**config.mk**
```make
export PLATFORM = sky130hd
export DESIGN_NAME = tldm_line_decode
export DESIGN_NICKNAME = d
export VERILOG_FILES = /design/src/verilog/tldm_pkg.sv /design/src/verilog/tldm_fifo.sv /design/src/verilog/tldm_line_decode.sv
export VERILOG_INCLUDE_DIRS = /design/src /design/src/verilog
export SDC_FILE = /design/constraint.sdc
export NUM_CORES = 1
export LEC_CHECK = 0
export BUFFER_PORTS_ARGS = -buffer_cell sky130_fd_sc_hd__buf_2
export CAP_MARGIN = 30
export CORE_UTILIZATION = 51
export CTS_CLUSTER_SIZE = 25
export DETAILED_ROUTE_END_ITERATION = 16
export MAX_ROUTING_LAYER = met4
export PLACE_DENSITY = 0.78
export SETUP_SLACK_MARGIN = 0.15
export SYNTH_ARGS = -nofsm -noshare
export SYNTH_HDL_FRONTEND = slang
export SYNTH_SLANG_ARGS = --single-unit
```
**constraint.sdc**
```tcl
create_clock -name clock -period 4.9 [get_ports clock]
set_input_delay 0.735 -clock clock [delete_from_list [all_inputs] [get_ports clock]]
set_output_delay 0.735 -clock clock [all_outputs]
set_load 0.01 [all_outputs]
```
**src/verilog/tldm_map.svh**
```systemverilog
// Constants for the ternary line decode monitor
`ifndef TLDM_MAP_SVH
`define TLDM_MAP_SVH
`define TLDM_SYMS_PER_GROUP 2'd3
`define TLDM_SUM_RESET 4'sd1
`define TLDM_SUM_MIN 4'sd1
`define TLDM_SUM_MAX 4'sd4
`define TLDM_SUM_LOW 4'sd0
`define TLDM_ERR_MAX 8'hFF
`define TLDM_SCR_TAP 5'd18
`define TLDM_DSC_TAP 5'd5
`define TLDM_CMD_TIM 4'h0
`define TLDM_CMD_LTD 4'h3
`define TLDM_CMD_SSP 4'h5
`define TLDM_CMD_DT 4'h6
`define TLDM_CMD_AR 4'h8
`define TLDM_CMD_RSV 4'h9
`define TLDM_CMD_AI 4'hC
`define TLDM_CMD_RES 4'hD
`define TLDM_CMD_DI 4'hF
`define TLDM_IND_DR 4'h0
`define TLDM_IND_RSY 4'h4
`define TLDM_IND_AR 4'h8
`define TLDM_IND_ARL 4'hA
`define TLDM_IND_AI 4'hC
`define TLDM_IND_AIL 4'hE
`define TLDM_IND_DC 4'hF
`define TLDM_SYM_ZERO 2'b00
`define TLDM_SYM_POS 2'b01
`define TLDM_SYM_NEG 2'b11
`endif

```
**src/verilog/tldm_pkg.sv**
```systemverilog
// Types for the ternary line decode monitor
package tldm_pkg;
   typedef logic [1:0] tldm_sym_t;
   typedef logic [3:0] tldm_nibble_t;
   typedef enum logic [3:0] {
      LINK_DEACTIVATED,
      LINK_SYNCHRONIZING,
      LINK_WAIT_INFO,
      LINK_FOUR_HIGH,
      LINK_TRANSPARENT,
      LINK_OTHER
   } tldm_link_state_t;
   typedef struct packed {
      logic valid;
      logic [3:0] data;
      logic violation;
   } tldm_rx_word_t;
endpackage

```
**src/verilog/tldm_fifo.sv**
```systemverilog
// Parameterised flip-flop FIFO with valid/ready on both sides
`timescale 1ns/1ps
module tldm_fifo #(
   parameter int WIDTH = 4,
   parameter int DEPTH = 8
) (
   input wire logic clock,
   input wire logic reset,
   input wire logic inValid,
   output logic inReady,
   input wire logic [WIDTH-1:0] inData,
   output logic outValid,
   input wire logic outReady,
   output logic [WIDTH-1:0] outData
);
   localparam int AW = $clog2(DEPTH);
   initial
   begin
      if (DEPTH < 2 || (1 << AW) != DEPTH)
         $error("tldm_fifo: DEPTH must be a power of two, at least 2");
   end
   typedef struct packed {
      logic [DEPTH-1:0][WIDTH-1:0] mem;
      logic [AW:0] wrPtr;
      logic [AW:0] rdPtr;
   } tldm_fifo_state_t;
   tldm_fifo_state_t state_reg;
   tldm_fifo_state_t state_next;
   logic full;
   logic empty;
   assign full = (state_reg.wrPtr[AW] != state_reg.rdPtr[AW])
      && (state_reg.wrPtr[AW-1:0] == state_reg.rdPtr[AW-1:0]);
   assign empty = state_reg.wrPtr == state_reg.rdPtr;
   assign inReady = !full;
   assign outValid = !empty;
   assign outData = state_reg.mem[state_reg.rdPtr[AW-1:0]];
   always_comb
   begin
      state_next = state_reg;
      if (inValid && !full)
      begin
         state_next.mem[state_reg.wrPtr[AW-1:0]] = inData;
         state_next.wrPtr = state_reg.wrPtr + 1'b1;
      end
      if (outReady && !empty)
         state_next.rdPtr = state_reg.rdPtr + 1'b1;
   end
   always_ff @(posedge clock)
   begin
      if (reset)
         state_reg <= '0;
      else
         state_reg <= state_next;
   end
endmodule // tldm_fifo

```
**src/verilog/tldm_line_decode.sv**
```systemverilog
// Ternary receive decode, sum monitor, error counter, scramblers and command check
// How it works
// - Three received symbols become one nibble; first symbol and first bit leftmost.
// - An all-zero symbol group decodes to nibble 0000.
// - Fixed table maps the printed ternary groups to their nibbles.
// - Running sum adds +1, 0 or -1 per received symbol.
// - Violation when group-end sum below one, above four, or group all zero.
// - Frame with a violation counts one error; the frame after next sends positive maintenance symbol.
// - Reading the error count returns it and clears the counter.
// - Counter runs only in sync, wait-info, four-high, transparent; cleared otherwise.
// - Counter saturates at its maximum and holds.
// - Transmit bits scrambled with z^-23 + z^-18 + 1.
// - Decoded bits feed a z^-23 + z^-5 + 1 self-aligning descrambler whose bit dscBit reaches no output.
// - Scrambling is fixed, with no control inputs.
// - Changed command accepted only after two equal consecutive frames.
// - Input command codes decoded to named strobes; 1001 reserved.
// - Outgoing indication restricted to the defined code set.
// - Activation state supplied externally; counter follows only listed states.
`timescale 1ns/1ps
`include "tldm_map.svh"
module tldm_line_decode #(
   parameter int FIFO_DEPTH = 8,
   parameter int COUNT_WIDTH = 8
) (
   input wire logic clock,
   input wire logic reset,
   input wire logic rxSymValid,
   input wire logic [1:0] rxSym,
   input wire logic rxFrameEnd,
   input wire logic rxOutReady,
   output logic rxOutValid,
   output logic [3:0] rxOutData,
   output logic rxSymReady,
   output logic codeViolation,
   output logic maintPositive,
   input wire tldm_pkg::tldm_link_state_t linkState,
   input wire logic errCountRead,
   output logic [COUNT_WIDTH-1:0] errCount,
   input wire logic txBitValid,
   input wire logic txBitIn,
   output logic txBitOut,
   output logic txBitOutValid,
   input wire logic hostFrameStrobe,
   input wire logic [3:0] cmdIn,
   output logic [3:0] cmdValid,
   output logic cmdChanged,
   output logic cmdTimingReq,
   output logic cmdFarDisable,
   output logic cmdSinglePulse,
   output logic cmdDataThrough,
   output logic cmdActivationReq,
   output logic cmdLayer1Up,
   output logic cmdReset,
   output logic cmdPowerDownAllowed,
   input wire logic [3:0] indIn,
   output logic [3:0] indOut
);
   initial
   begin
      if (COUNT_WIDTH != 8)
         $error("tldm_line_decode: COUNT_WIDTH must be 8");
   end

   typedef struct packed {
      logic [1:0] symIdx;
      logic [5:0] group;
      logic signed [3:0] runSum;
      logic frameErr;
      logic maintPending;
      logic maint;
      logic [7:0] errCnt;
      logic [22:0] scr;
      logic [22:0] dsc;
      logic [3:0] nibSr;
      logic [2:0] nibCnt;
      logic [3:0] decNib;
      logic decViol;
      logic decValid;
      logic txOut;
      logic txOutValid;
      logic [3:0] cmdLast;
      logic [3:0] cmdOk;
      logic changed;
      logic [3:0] ind;
   } tldm_state_t;

   tldm_state_t state_reg;
   tldm_state_t state_next;
   logic fifoInReady;

   function automatic logic signed [3:0] symWeight(input logic [1:0] s);
      case (s)
         `TLDM_SYM_POS: symWeight = 4'sd1;
         `TLDM_SYM_NEG: symWeight = -4'sd1;
         default: symWeight = 4'sd0;
      endcase
   endfunction

   // Symbol encoding: 0 -> 0, + -> 1, - -> 2 as base-3 digit
   function automatic logic [1:0] tdig(input logic [1:0] s);
      case (s)
         `TLDM_SYM_POS: tdig = 2'd1;
         `TLDM_SYM_NEG: tdig = 2'd2;
         default: tdig = 2'd0;
      endcase
   endfunction

   function automatic logic [3:0] decodeGroup(input logic [5:0] g);
      logic [5:0] k;
      k = {tdig(g[5:4]), tdig(g[3:2]), tdig(g[1:0])};
      case (k)
         {2'd0, 2'd0, 2'd0}, {2'd1, 2'd0, 2'd1}, {2'd0, 2'd2, 2'd0}: decodeGroup = 4'h0;
         {2'd0, 2'd2, 2'd1}: decodeGroup = 4'h1;
         {2'd1, 2'd2, 2'd0}: decodeGroup = 4'h2;
         {2'd0, 2'd0, 2'd1}, {2'd2, 2'd2, 2'd0}: decodeGroup = 4'h3;
         {2'd2, 2'd1, 2'd0}: decodeGroup = 4'h4;
         {2'd0, 2'd1, 2'd1}, {2'd2, 2'd0, 2'd0}: decodeGroup = 4'h5;
         {2'd2, 2'd1, 2'd1}, {2'd2, 2'd2, 2'd1}: decodeGroup = 4'h6;
         {2'd2, 2'd0, 2'd1}: decodeGroup = 4'h7;
         {2'd1, 2'd0, 2'd0}, {2'd0, 2'd2, 2'd2}: decodeGroup = 4'h8;
         {2'd1, 2'd2, 2'd1}, {2'd2, 2'd2, 2'd2}: decodeGroup = 4'h9;
         {2'd1, 2'd1, 2'd2}, {2'd1, 2'd2, 2'd2}: decodeGroup = 4'hA;
         {2'd1, 2'd0, 2'd2}: decodeGroup = 4'hB;
         {2'd1, 2'd1, 2'd1}, {2'd2, 2'd1, 2'd2}: decodeGroup = 4'hC;
         {2'd0, 2'd1, 2'd0}, {2'd2, 2'd0, 2'd2}: decodeGroup = 4'hD;
         {2'd0, 2'd1, 2'd2}: decodeGroup = 4'hE;
         {2'd1, 2'd1, 2'd0}, {2'd0, 2'd0, 2'd2}: decodeGroup = 4'hF;
         default: decodeGroup = 4'h0;
      endcase
   endfunction

   function automatic logic countingState(input tldm_pkg::tldm_link_state_t s);
      case (s)
         tldm_pkg::LINK_SYNCHRONIZING, tldm_pkg::LINK_WAIT_INFO,
         tldm_pkg::LINK_FOUR_HIGH, tldm_pkg::LINK_TRANSPARENT: countingState = 1'b1;
         default: countingState = 1'b0;
      endcase
   endfunction

   function automatic logic legalInd(input logic [3:0] c);
      case (c)
         `TLDM_IND_DR, `TLDM_IND_RSY, `TLDM_IND_AR, `TLDM_IND_ARL,
         `TLDM_IND_AI, `TLDM_IND_AIL, `TLDM_IND_DC: legalInd = 1'b1;
         default: legalInd = 1'b0;
      endcase
   endfunction

   logic [5:0] groupFull;
   logic signed [3:0] sumStart;
   logic signed [3:0] sumEnd;
   logic groupDone;
   logic violNow;
   logic dscBit;

   assign rxSymReady = fifoInReady;
   assign groupFull = {state_reg.group[3:0], rxSym};
   assign groupDone = rxSymValid && fifoInReady && (state_reg.symIdx == `TLDM_SYMS_PER_GROUP - 2'd1);

   always_comb
   begin
      // Clamp happens as the next group begins
      sumStart = state_reg.runSum;
      if (state_reg.symIdx == 2'd0)
      begin
         if (state_reg.runSum > 4'(`TLDM_SUM_MAX))
            sumStart = 4'(`TLDM_SUM_MAX);
         else if (state_reg.runSum <= 4'(`TLDM_SUM_LOW))
            sumStart = 4'(`TLDM_SUM_MIN);
      end
      sumEnd = sumStart + symWeight(rxSym);
      violNow = groupDone && ((sumEnd < 4'(`TLDM_SUM_MIN)) || (sumEnd > 4'(`TLDM_SUM_MAX))
         || (groupFull == 6'h00));
   end

   always_comb
   begin
      dscBit = 1'b0;
      state_next = state_reg;
      state_next.decValid = 1'b0;
      state_next.txOutValid = 1'b0;
      state_next.changed = 1'b0;
      if (rxSymValid && fifoInReady)
      begin
         state_next.group = groupFull;
         state_next.runSum = sumEnd;
         state_next.symIdx = groupDone ? 2'd0 : state_reg.symIdx + 2'd1;
      end
      if (groupDone)
      begin
         state_next.decNib = decodeGroup(groupFull);
         state_next.decViol = violNow;
         state_next.decValid = 1'b1;
         state_next.nibSr = decodeGroup(groupFull);
         state_next.nibCnt = 3'd4;
         if (violNow)
            state_next.frameErr = 1'b1;
      end
      else if (state_reg.nibCnt != 3'd0)
      begin
         // Descramble one decoded bit per cycle, leftmost first
         dscBit = state_reg.nibSr[3] ^ state_reg.dsc[`TLDM_DSC_TAP - 5'd1]
            ^ state_reg.dsc[22];
         state_next.dsc = {state_reg.dsc[21:0], state_reg.nibSr[3]};
         state_next.nibSr = {state_reg.nibSr[2:0], 1'b0};
         state_next.nibCnt = state_reg.nibCnt - 3'd1;
      end
      if (rxFrameEnd)
      begin
         state_next.maintPending = state_reg.frameErr || (groupDone && violNow);
         state_next.maint = state_reg.maintPending;
         state_next.frameErr = 1'b0;
         if ((state_reg.frameErr || (groupDone && violNow)) && state_reg.errCnt != `TLDM_ERR_MAX)
            state_next.errCnt = state_reg.errCnt + 8'h01;
      end
      if (errCountRead)
         state_next.errCnt = 8'h00;
      if (!countingState(linkState))
         state_next.errCnt = 8'h00;
      if (txBitValid)
      begin
         // Self-synchronising scrambler: feedback of sent bits
         state_next.txOut = txBitIn ^ state_reg.scr[`TLDM_SCR_TAP - 5'd1]
            ^ state_reg.scr[22];
         state_next.scr = {state_reg.scr[21:0], state_next.txOut};
         state_next.txOutValid = 1'b1;
      end
      if (hostFrameStrobe)
      begin
         state_next.cmdLast = cmdIn;
         if (cmdIn == state_reg.cmdLast && cmdIn != state_reg.cmdOk)
         begin
            state_next.cmdOk = cmdIn;
            state_next.changed = 1'b1;
         end
         if (legalInd(indIn))
            state_next.ind = indIn;
      end
   end

   always_ff @(posedge clock)
   begin
      if (reset)
      begin
         state_reg <= '0;
         state_reg.runSum <= 4'(`TLDM_SUM_RESET);
         state_reg.cmdOk <= `TLDM_CMD_DI;
         state_reg.cmdLast <= `TLDM_CMD_DI;
         state_reg.ind <= `TLDM_IND_DC;
      end
      else
         state_reg <= state_next;
   end

   // Decoded nibbles and violation flag buffered toward the frame side
   tldm_fifo #(
      .WIDTH(5),
      .DEPTH(FIFO_DEPTH)
   ) u_fifo (
      .clock(clock),
      .reset(reset),
      .inValid(groupDone),
      .inReady(fifoInReady),
      .inData({decodeGroup(groupFull), violNow}),
      .outValid(rxOutValid),
      .outReady(rxOutReady),
      .outData({rxOutData, codeViolation})
   );

   assign maintPositive = state_reg.maint;
   assign errCount = state_reg.errCnt;
   assign txBitOut = state_reg.txOut;
   assign txBitOutValid = state_reg.txOutValid;
   assign cmdValid = state_reg.cmdOk;
   assign cmdChanged = state_reg.changed;
   assign cmdTimingReq = state_reg.cmdOk == `TLDM_CMD_TIM;
   assign cmdFarDisable = state_reg.cmdOk == `TLDM_CMD_LTD;
   assign cmdSinglePulse = state_reg.cmdOk == `TLDM_CMD_SSP;
   assign cmdDataThrough = state_reg.cmdOk == `TLDM_CMD_DT;
   assign cmdActivationReq = state_reg.cmdOk == `TLDM_CMD_AR;
   assign cmdLayer1Up = state_reg.cmdOk == `TLDM_CMD_AI;
   assign cmdReset = state_reg.cmdOk == `TLDM_CMD_RES;
   assign cmdPowerDownAllowed = state_reg.cmdOk == `TLDM_CMD_DI;
   assign indOut = state_reg.ind;

   sat_hold_a: assert property (@(posedge clock) disable iff (reset)
      (state_reg.errCnt == `TLDM_ERR_MAX && !errCountRead && countingState(linkState))
      |=> state_reg.errCnt == `TLDM_ERR_MAX)
      else $error("error count left saturation");
   read_clear_a: assert property (@(posedge clock) disable iff (reset)
      errCountRead |=> state_reg.errCnt == 8'h00)
      else $error("read did not clear count");
   idle_clear_a: assert property (@(posedge clock) disable iff (reset)
      !countingState(linkState) |=> state_reg.errCnt == 8'h00)
      else $error("count not cleared outside active states");
   frame_count_a: assert property (@(posedge clock) disable iff (reset)
      (rxFrameEnd && state_reg.frameErr && !errCountRead && countingState(linkState)
      && state_reg.errCnt != `TLDM_ERR_MAX)
      |=> state_reg.errCnt == $past(state_reg.errCnt) + 8'h01)
      else $error("block error not counted");
   maint_next_a: assert property (@(posedge clock) disable iff (reset)
      (rxFrameEnd && state_reg.maintPending) |=> maintPositive)
      else $error("maintenance symbol not raised");
   maint_pend_a: assert property (@(posedge clock) disable iff (reset)
      (rxFrameEnd && state_reg.frameErr) |=> state_reg.maintPending)
      else $error("bad frame not remembered");
   zero_viol_a: assert property (@(posedge clock) disable iff (reset)
      (groupDone && groupFull == 6'h00) |-> violNow)
      else $error("all-zero group not flagged");
   cmd_double_a: assert property (@(posedge clock) disable iff (reset)
      $changed(state_reg.cmdOk) |-> $past(hostFrameStrobe) && $past(cmdIn) == $past(state_reg.cmdLast))
      else $error("command accepted after one frame");
   ind_legal_a: assert property (@(posedge clock) disable iff (reset)
      legalInd(indOut))
      else $error("undefined indication driven");
   sum_range_a: assert property (@(posedge clock) disable iff (reset)
      (state_reg.symIdx == 2'd0) |-> (sumStart >= 4'(`TLDM_SUM_MIN) && sumStart <= 4'(`TLDM_SUM_MAX)))
      else $error("running sum not clamped");
endmodule // tldm_line_decode

```
; ---- Word-level counts from Yosys, hierarchy flattened
; Memory sizes are Yosys's and may differ from the RTL's.
; Index checks and enable logic that the tools add are counted.
[word_totals]
regBits = 107
mem_bits_ro = 256
input_bits = 23
output_inout_bits = 35
wordCells = 117
memories = 1
[memory_table]
columns = name, depth, word_bits, read_ports, rd_clocked_by_memory_dff, write_ports, line_no
row1 = (no name shown), 64, 4, 1, 0, 0, tldm_line_decode.sv:111  ; case (k)
[op_classes]
add_sub_neg = 5
n_lt_le_gt_ge = 7
n_eq_ne = 30
mux = 18
bitwise = 4
reduce_logical = 28
[op_table]
columns = cell, n
row1 = $bwmux W40, 1
row2 = $eq A4 B4 Y1 const B, 9
row3 = $eq A4 B3 Y1 const B, 4
row4 = $bmux W5 S3, 1
row5 = $demux W5 S3, 1
row6 = $eq A4 B2 Y1 const B, 3
row7 = $mux W4, 3
row8 = $pmux W2 S2, 3
row9 = $logic_and A1 B1 Y1, 10
row10 = $mux W5, 2
row11 = $add A4 B1 Y4 const B, 2
row12 = $add A8 B1 Y8 const B, 1
row13 = $eq A2 B2 Y1 const B, 4
row14 = $eq A4 B4 Y1, 2
row15 = $gt A4 B4 Y1 const B, 2
row16 = $logic_not A4 Y1, 2
row17 = $lt A3 B4 Y1 const B, 2
row18 = $ne A8 B8 Y1 const B, 1
row19 = $pmux W4 S2, 1
row20 = $reduce_and A2 Y1, 4
row21 = $reduce_or A7 Y1, 1
row22 = $eq A2 B1 Y1 const B, 3
row23 = $logic_not A6 Y1, 1
row24 = $mux W1, 5
row25 = other kinds (18), 24

; ---- Longest topological paths before layout
[depth]
word_depth = 13
depth_mapped = 13
depth_no_buf = 13

; ---- By module
; Synthesis repeated with hierarchy kept, for this count alone.
[hier_totals]
cells_unflattened = 567
hier_area_um2 = 5381.4
[modules_own_cells]
columns = mod, instances, cells_each, area_each_um2, seq_area_each_um2
row1 = tldm_line_decode, 1, 352, 3032.9, 1161.1
row2 = tldm_fifo, 1, 215, 2348.5, 960.9

; ---- Least setup slack after synthesis
; OpenSTA, ideal clock, no wires.
[synth_timing]
path_kind = input to register
startpoint = input rxSym[0]
endpoint = register state_reg, in the netlist errCount[6]
setup_time_ns = 0.078
arrival_time_ns = 2.804
required_time_ns = 4.822
setup_slack_ns = 2.019
stages = 11
n_path_buf = 2
path_cell_list = clkbuf_1 > clkbuf_1 > ha_1 > inv_1 > fa_1 > nand2b_1 > xnor2_1 > a311o_1 > o21a_2 > and4b_1 > nor3_1
[synth_via]
elab_chain_cells = 11
word_cells_on_any_way = 14
cone_classes = add/sub (1) / order compare (2) / eq/ne (2) / mux (1) / reduce/logical (8)
[synth_lines]
columns = item, line_no
row1 = from (decl), tldm_line_decode.sv:28  ; input wire logic [1:0] rxSym,
row2 = $eq A2 B2 Y1 / $eq A2 B1 Y1 (equally long branches), tldm_line_decode.sv:92  ; case (s)
row3 = $pmux W4 S2, tldm_line_decode.sv:92
row4 = $add A4 B4 Y4, tldm_line_decode.sv:170  ; sumEnd = sumStart + symWeight(rxSym);
row5 = $lt A4 B2 Y1 / $gt A4 B4 Y1 (equally long branches), tldm_line_decode.sv:171  ; violNow = groupDone && ((sumEnd < 4'(`TLDM_SUM_MIN)) || (sumEnd > 4'(`TLDM_SUM_MAX))
row6 = $logic_or A1 B1 Y1, tldm_line_decode.sv:171
row7 = $logic_or A1 B1 Y1 *, tldm_line_decode.sv:171
row8 = $logic_and A1 B1 Y1 *, tldm_line_decode.sv:171
row9 = $logic_and A1 B1 Y1 *, tldm_line_decode.sv:212  ; if ((state_reg.frameErr || (groupDone && violNow)) && state_reg.errCnt != `TLDM_ERR_MAX)
row10 = $logic_or A1 B1 Y1 *, tldm_line_decode.sv:212
row11 = $logic_and A1 B1 Y1 (no line) *, n/a
row12 = $reduce_and A2 Y1 (no line) *, n/a
row13 = to (signal assigned), tldm_line_decode.sv:251  ; state_reg <= state_next;
row14 = to (decl), tldm_line_decode.sv:87  ; tldm_state_t state_reg;
; Every way passes the cells marked *; elsewhere a longest branch is shown, timed or not.
; A chain may end at the register's enable or synchronous reset.

; ---- Worst setup path in the final report
[layout_timing]
startpoint = register state_reg[95] (netlist name)
endpoint = register state_reg, in the netlist errCount[1]
[layout_via]
elab_chain_cells = 11
word_cells_on_any_way = 14
cone_classes = add/sub (1) / order compare (2) / eq/ne (1) / mux (1) / reduce/logical (9)
[layout_lines]
columns = item, line_no
row1 = $logic_not A2 Y1, tldm_line_decode.sv:163  ; if (state_reg.symIdx == 2'd0)
row2 = $mux W4, tldm_line_decode.sv:163
row3 = $add A4 B4 Y4, tldm_line_decode.sv:170
row4 = $lt A4 B2 Y1 / $gt A4 B4 Y1 (equally long branches), tldm_line_decode.sv:171
row5 = $logic_or A1 B1 Y1 (2 in series), tldm_line_decode.sv:171
row6 = $logic_and A1 B1 Y1, tldm_line_decode.sv:171
row7 = $logic_and A1 B1 Y1 *, tldm_line_decode.sv:212
row8 = $logic_or A1 B1 Y1 *, tldm_line_decode.sv:212
row9 = $logic_and A1 B1 Y1 (no line) *, n/a
row10 = $reduce_and A2 Y1 (no line) *, n/a
; Marked as above.

==> impl_results.md <==
* Post-synthesis xor/xnor area fraction at 0.0495
* Iter 0 DRT Violations at 210
* Max FFs per register at 48
* Max Cap Viol at 0
* Post-synthesis register bit count at approximately 110
* Fill count at 885
* Die W at 103 um
* Switching Share at 0.279
* Clock latency on the worst-skew pair at 0.38 ns
* CP max stage delay at between 0.3 and 0.4 ns
* Crit share post-route at 0.624
* Outcome: completed
* Routability Congestion at between 0.9 and 1
* Distinct cells, synth at 60
* Synthesized Nets at 602
* Nets at 623
* Reg2Reg Depth at 13
* Gr ovfl total at 0
* Top cells by count, synth: dfxtp_1, nor2_1, a21oi_1, mux2i_1, nand2_1
* Register area share after synthesis at 0.406
* Vias/cell at around 5.4
* Fmax at 327 MHz
* Most common flop cell mapped by yosys: dfxtp_1
* P&R area growth vs syn at 7.15%
* Peak supply drop at roughly 0.16 mV
* Compound-Gate Fraction of Synth Area at 0.126
* Mean Syn Cell Area at 9.18 um^2
* Clock-pin slew on the worst setup and hold paths at approximately 0.10 ns
* Die area at about 11,000 um^2
* First-pass GRT wire length at 17,300 um
* Slew Viols, Final at 0
* Number of hold buffers added after CTS at 0
* H-tree depth at 3
* Ranking of synthesized cells by area: dfxtp_1, mux2i_1, nor2_1
* Worst path required time at ~5.2 ns
* Worst R2R Setup Slack at 1.84 ns
* Combinational Power Share at 0.122
* Largest net degree at the start of global routing at 70
* WL final at 10,300 um
* Total GRT Usage at 0.214
* Die height at about 100 um
* CP max-delay cell: fa_1
* Fraction of the mapped netlist area in simple logic gates at 0.205
* Worst r2r src: state_reg[95]
* DP HPWL at between 7000 and 8000 um
* Relative slew margins at 0.332
* Pwr dens at about 280 nW/um^2
* Main combinational cell family by area after synthesis: simple AND/OR/NAND/NOR gates
* Cell count after synthesis at 570
* Worst hold path class: flip-flop to flip-flop
* Clk pwr share at 0.313
* Via count of the first global-routing pass at 3,770
* Critical path cell sequence: inv_1 > ha_1 > a21oi_1 > a31oi_1 > ha_1 > inv_1 > fa_1 > xnor2_1 > xnor2_1 > a311o_1 > o21ai_2 > o21ai_0 > a21oi_1
* CTS tree: yes
* Top Ports at 58
* Share of the synthesized area in the top cell type at 0.406
* Initial antenna violation count at 0
* Ys Warns at 0
* Reg-to-Reg End: errCount[1]
* Diodes inserted at 0
* Crit path from: state_reg[95]
* Setup TNS at 0 ns
* Design Area, Final at about 5600 um^2
* Critical Path End: errCount[1]
* RSZ-0062 raised after global routing: no
* CTS buffer count at 9
* Via count at 3,953
* Post-synthesis mux area share at 0.133
* Setup bufs post-CTS at 0
* Async set-or-reset flop fraction in the synthesized netlist at 0
* TritonRoute pass-1 iters at 4
* Final hold vios at 0
* DRT antenna net count at 0
* Sw Pwr at ~0.44 mW
* Synthesized-area fraction occupied by adder cells at 0.0230
* Slew of the pin with the lowest slew margin at approximately 1 ns
* Setup violators final at 0
* # rows at 36
* Layout cells sized above 1 at 0.178
* Post-place instance area at between 5000 and 6000 um^2
* CP max FO at 8
* Flop pwr share at 0.565
* Root buffer cell: clkbuf_8
* Inst Count DP at slightly above 700
* Crit path capture type: flip-flop
* Int Power at roughly 1.1 mW
* Avg WL per Cell at about 14 um
* Worst setup path class: flip-flop to flip-flop
* Leakage at about 2.3 nW
* Post-CTS Resized at 0
* Crit start category: flip-flop
* CTS sink cnt at 106
* Core region area at slightly below 10,000 um^2
* Setup Skew at between 0.01 and 0.015 ns
* DRC Markers at 0
* Arrival @ worst endpoint at 3.36 ns
* Synth area leader: dfxtp_1
* Initial Util at 0.530
* Top-count cell post-synth: dfxtp_1
* Post-synth EDFFs at 0
* Cell Area, Synth at around 5200 um^2
* Fin crit period at approximately 3.1 ns
* Longest Clk Path Bufs at 2
* Fin cells at between 700 and 800
* Port Buf Inserts at 57
metal layers:
layer / global-route usage / wire length (um) / up-vias
li1: - / - / 2002
met1: 0.262 / 4760 / 1848
met2: 0.339 / 4890 / 88
met3: 0.0531 / 474 / 15
met4: 0.0845 / 144 / 0
met5: - / 0 / -
layout make-up:
cell class / instances / area [um^2] / area share
clock buffers: 9 / 124 / 0.0221
clock inverters: 7 / 52.6 / 0.00938
inverters: 11 / 41.3 / 0.00737
multi-input cells: 405 / 2810 / 0.501
flip-flops and latches: 106 / 2120 / 0.379
well taps: 133 / 166 / 0.0297
repair buffers: 58 / 293 / 0.0522
layout by cell type, fill, tap and decap left out, types with 3 or more instances in the layout:
cell type	n
mux2_2	5
a211o_1	9
nor2b_1	11
xnor2_2	3
nor3b_1	4
mux4_2	9
buf_2	57
nand2_1	39
inv_1	11
nor2_1	88
nand3_1	13
a31oi_1	4
xnor2_1	11
a211oi_1	10
nor3_1	9
clkbuf_8	9
xor2_1	13
a21oi_1	45
o21ai_0	16
ha_1	8
and2_1	4
and3_1	7
mux2i_1	41
nand2b_1	13
nand3b_1	3
dfxtp_1	106
or3_1	3
critical path, delay by kind of cell, from the launching register on:
kind	cells	cell delay [ns]
xor+xnor	2	0.39
flops	1	0.34
buf+inv	2	0.14
fa+ha+maj	3	0.85
compound gates	6	1.26
logic make-up (layout without fill, tap and decap cells):
family	count (synthesis)	count (layout)
xor gates and xnor gates	27	27
AOI/OAI and AO/OA	102	102
adders and majority gates	9	9
and+or+nand+nor	211	211
muxes	56	56
DFF	106	106
buffers and inverters	59	85
worst min path at each step:
| stage | slack (ns) | start | cells after the start | endpoint |
|---|---|---|---|---|
| 2_1_floorplan | 0.42 | indOut[0] | 2 | indOut[0] |
| 3_3_place_gp | 0.43 | indOut[0] | 2 | indOut[0] |
| 3_5_place_dp | 0.44 | indOut[0] | 2 | indOut[0] |
| 4_1_cts | 0.45 | indOut[0] | 2 | indOut[0] |
| 5_1_grt | 0.49 | indOut[0] | 2 | indOut[0] |
| 6_report | 0.45 | indOut[0] | 2 | indOut[0] |
per-stage QoR:
step	utilization	total power, mW	setup WS (ns)	hold slack, ns
6_report	0.568	1.59	1.84	0.450
5_1_grt	0.568	1.66	1.59	0.486
3_5_place_dp	0.550	1.11	1.87	0.442
3_3_place_gp	0.550	1.10	2.03	0.425
2_1_floorplan	-	1.06	2.02	0.417
4_1_cts	0.568	1.60	1.79	0.455
power by group through the flow:
stage	Sequential [mW]	Clock, mW	Combinational, mW
floorplan	0.907	0	0.157
global placement	0.916	0	0.184
detailed placement	0.917	0	0.191
CTS	0.897	0.510	0.193
global route	0.900	0.544	0.215
finish	0.897	0.496	0.193
(Power assumes the default switching activity.)
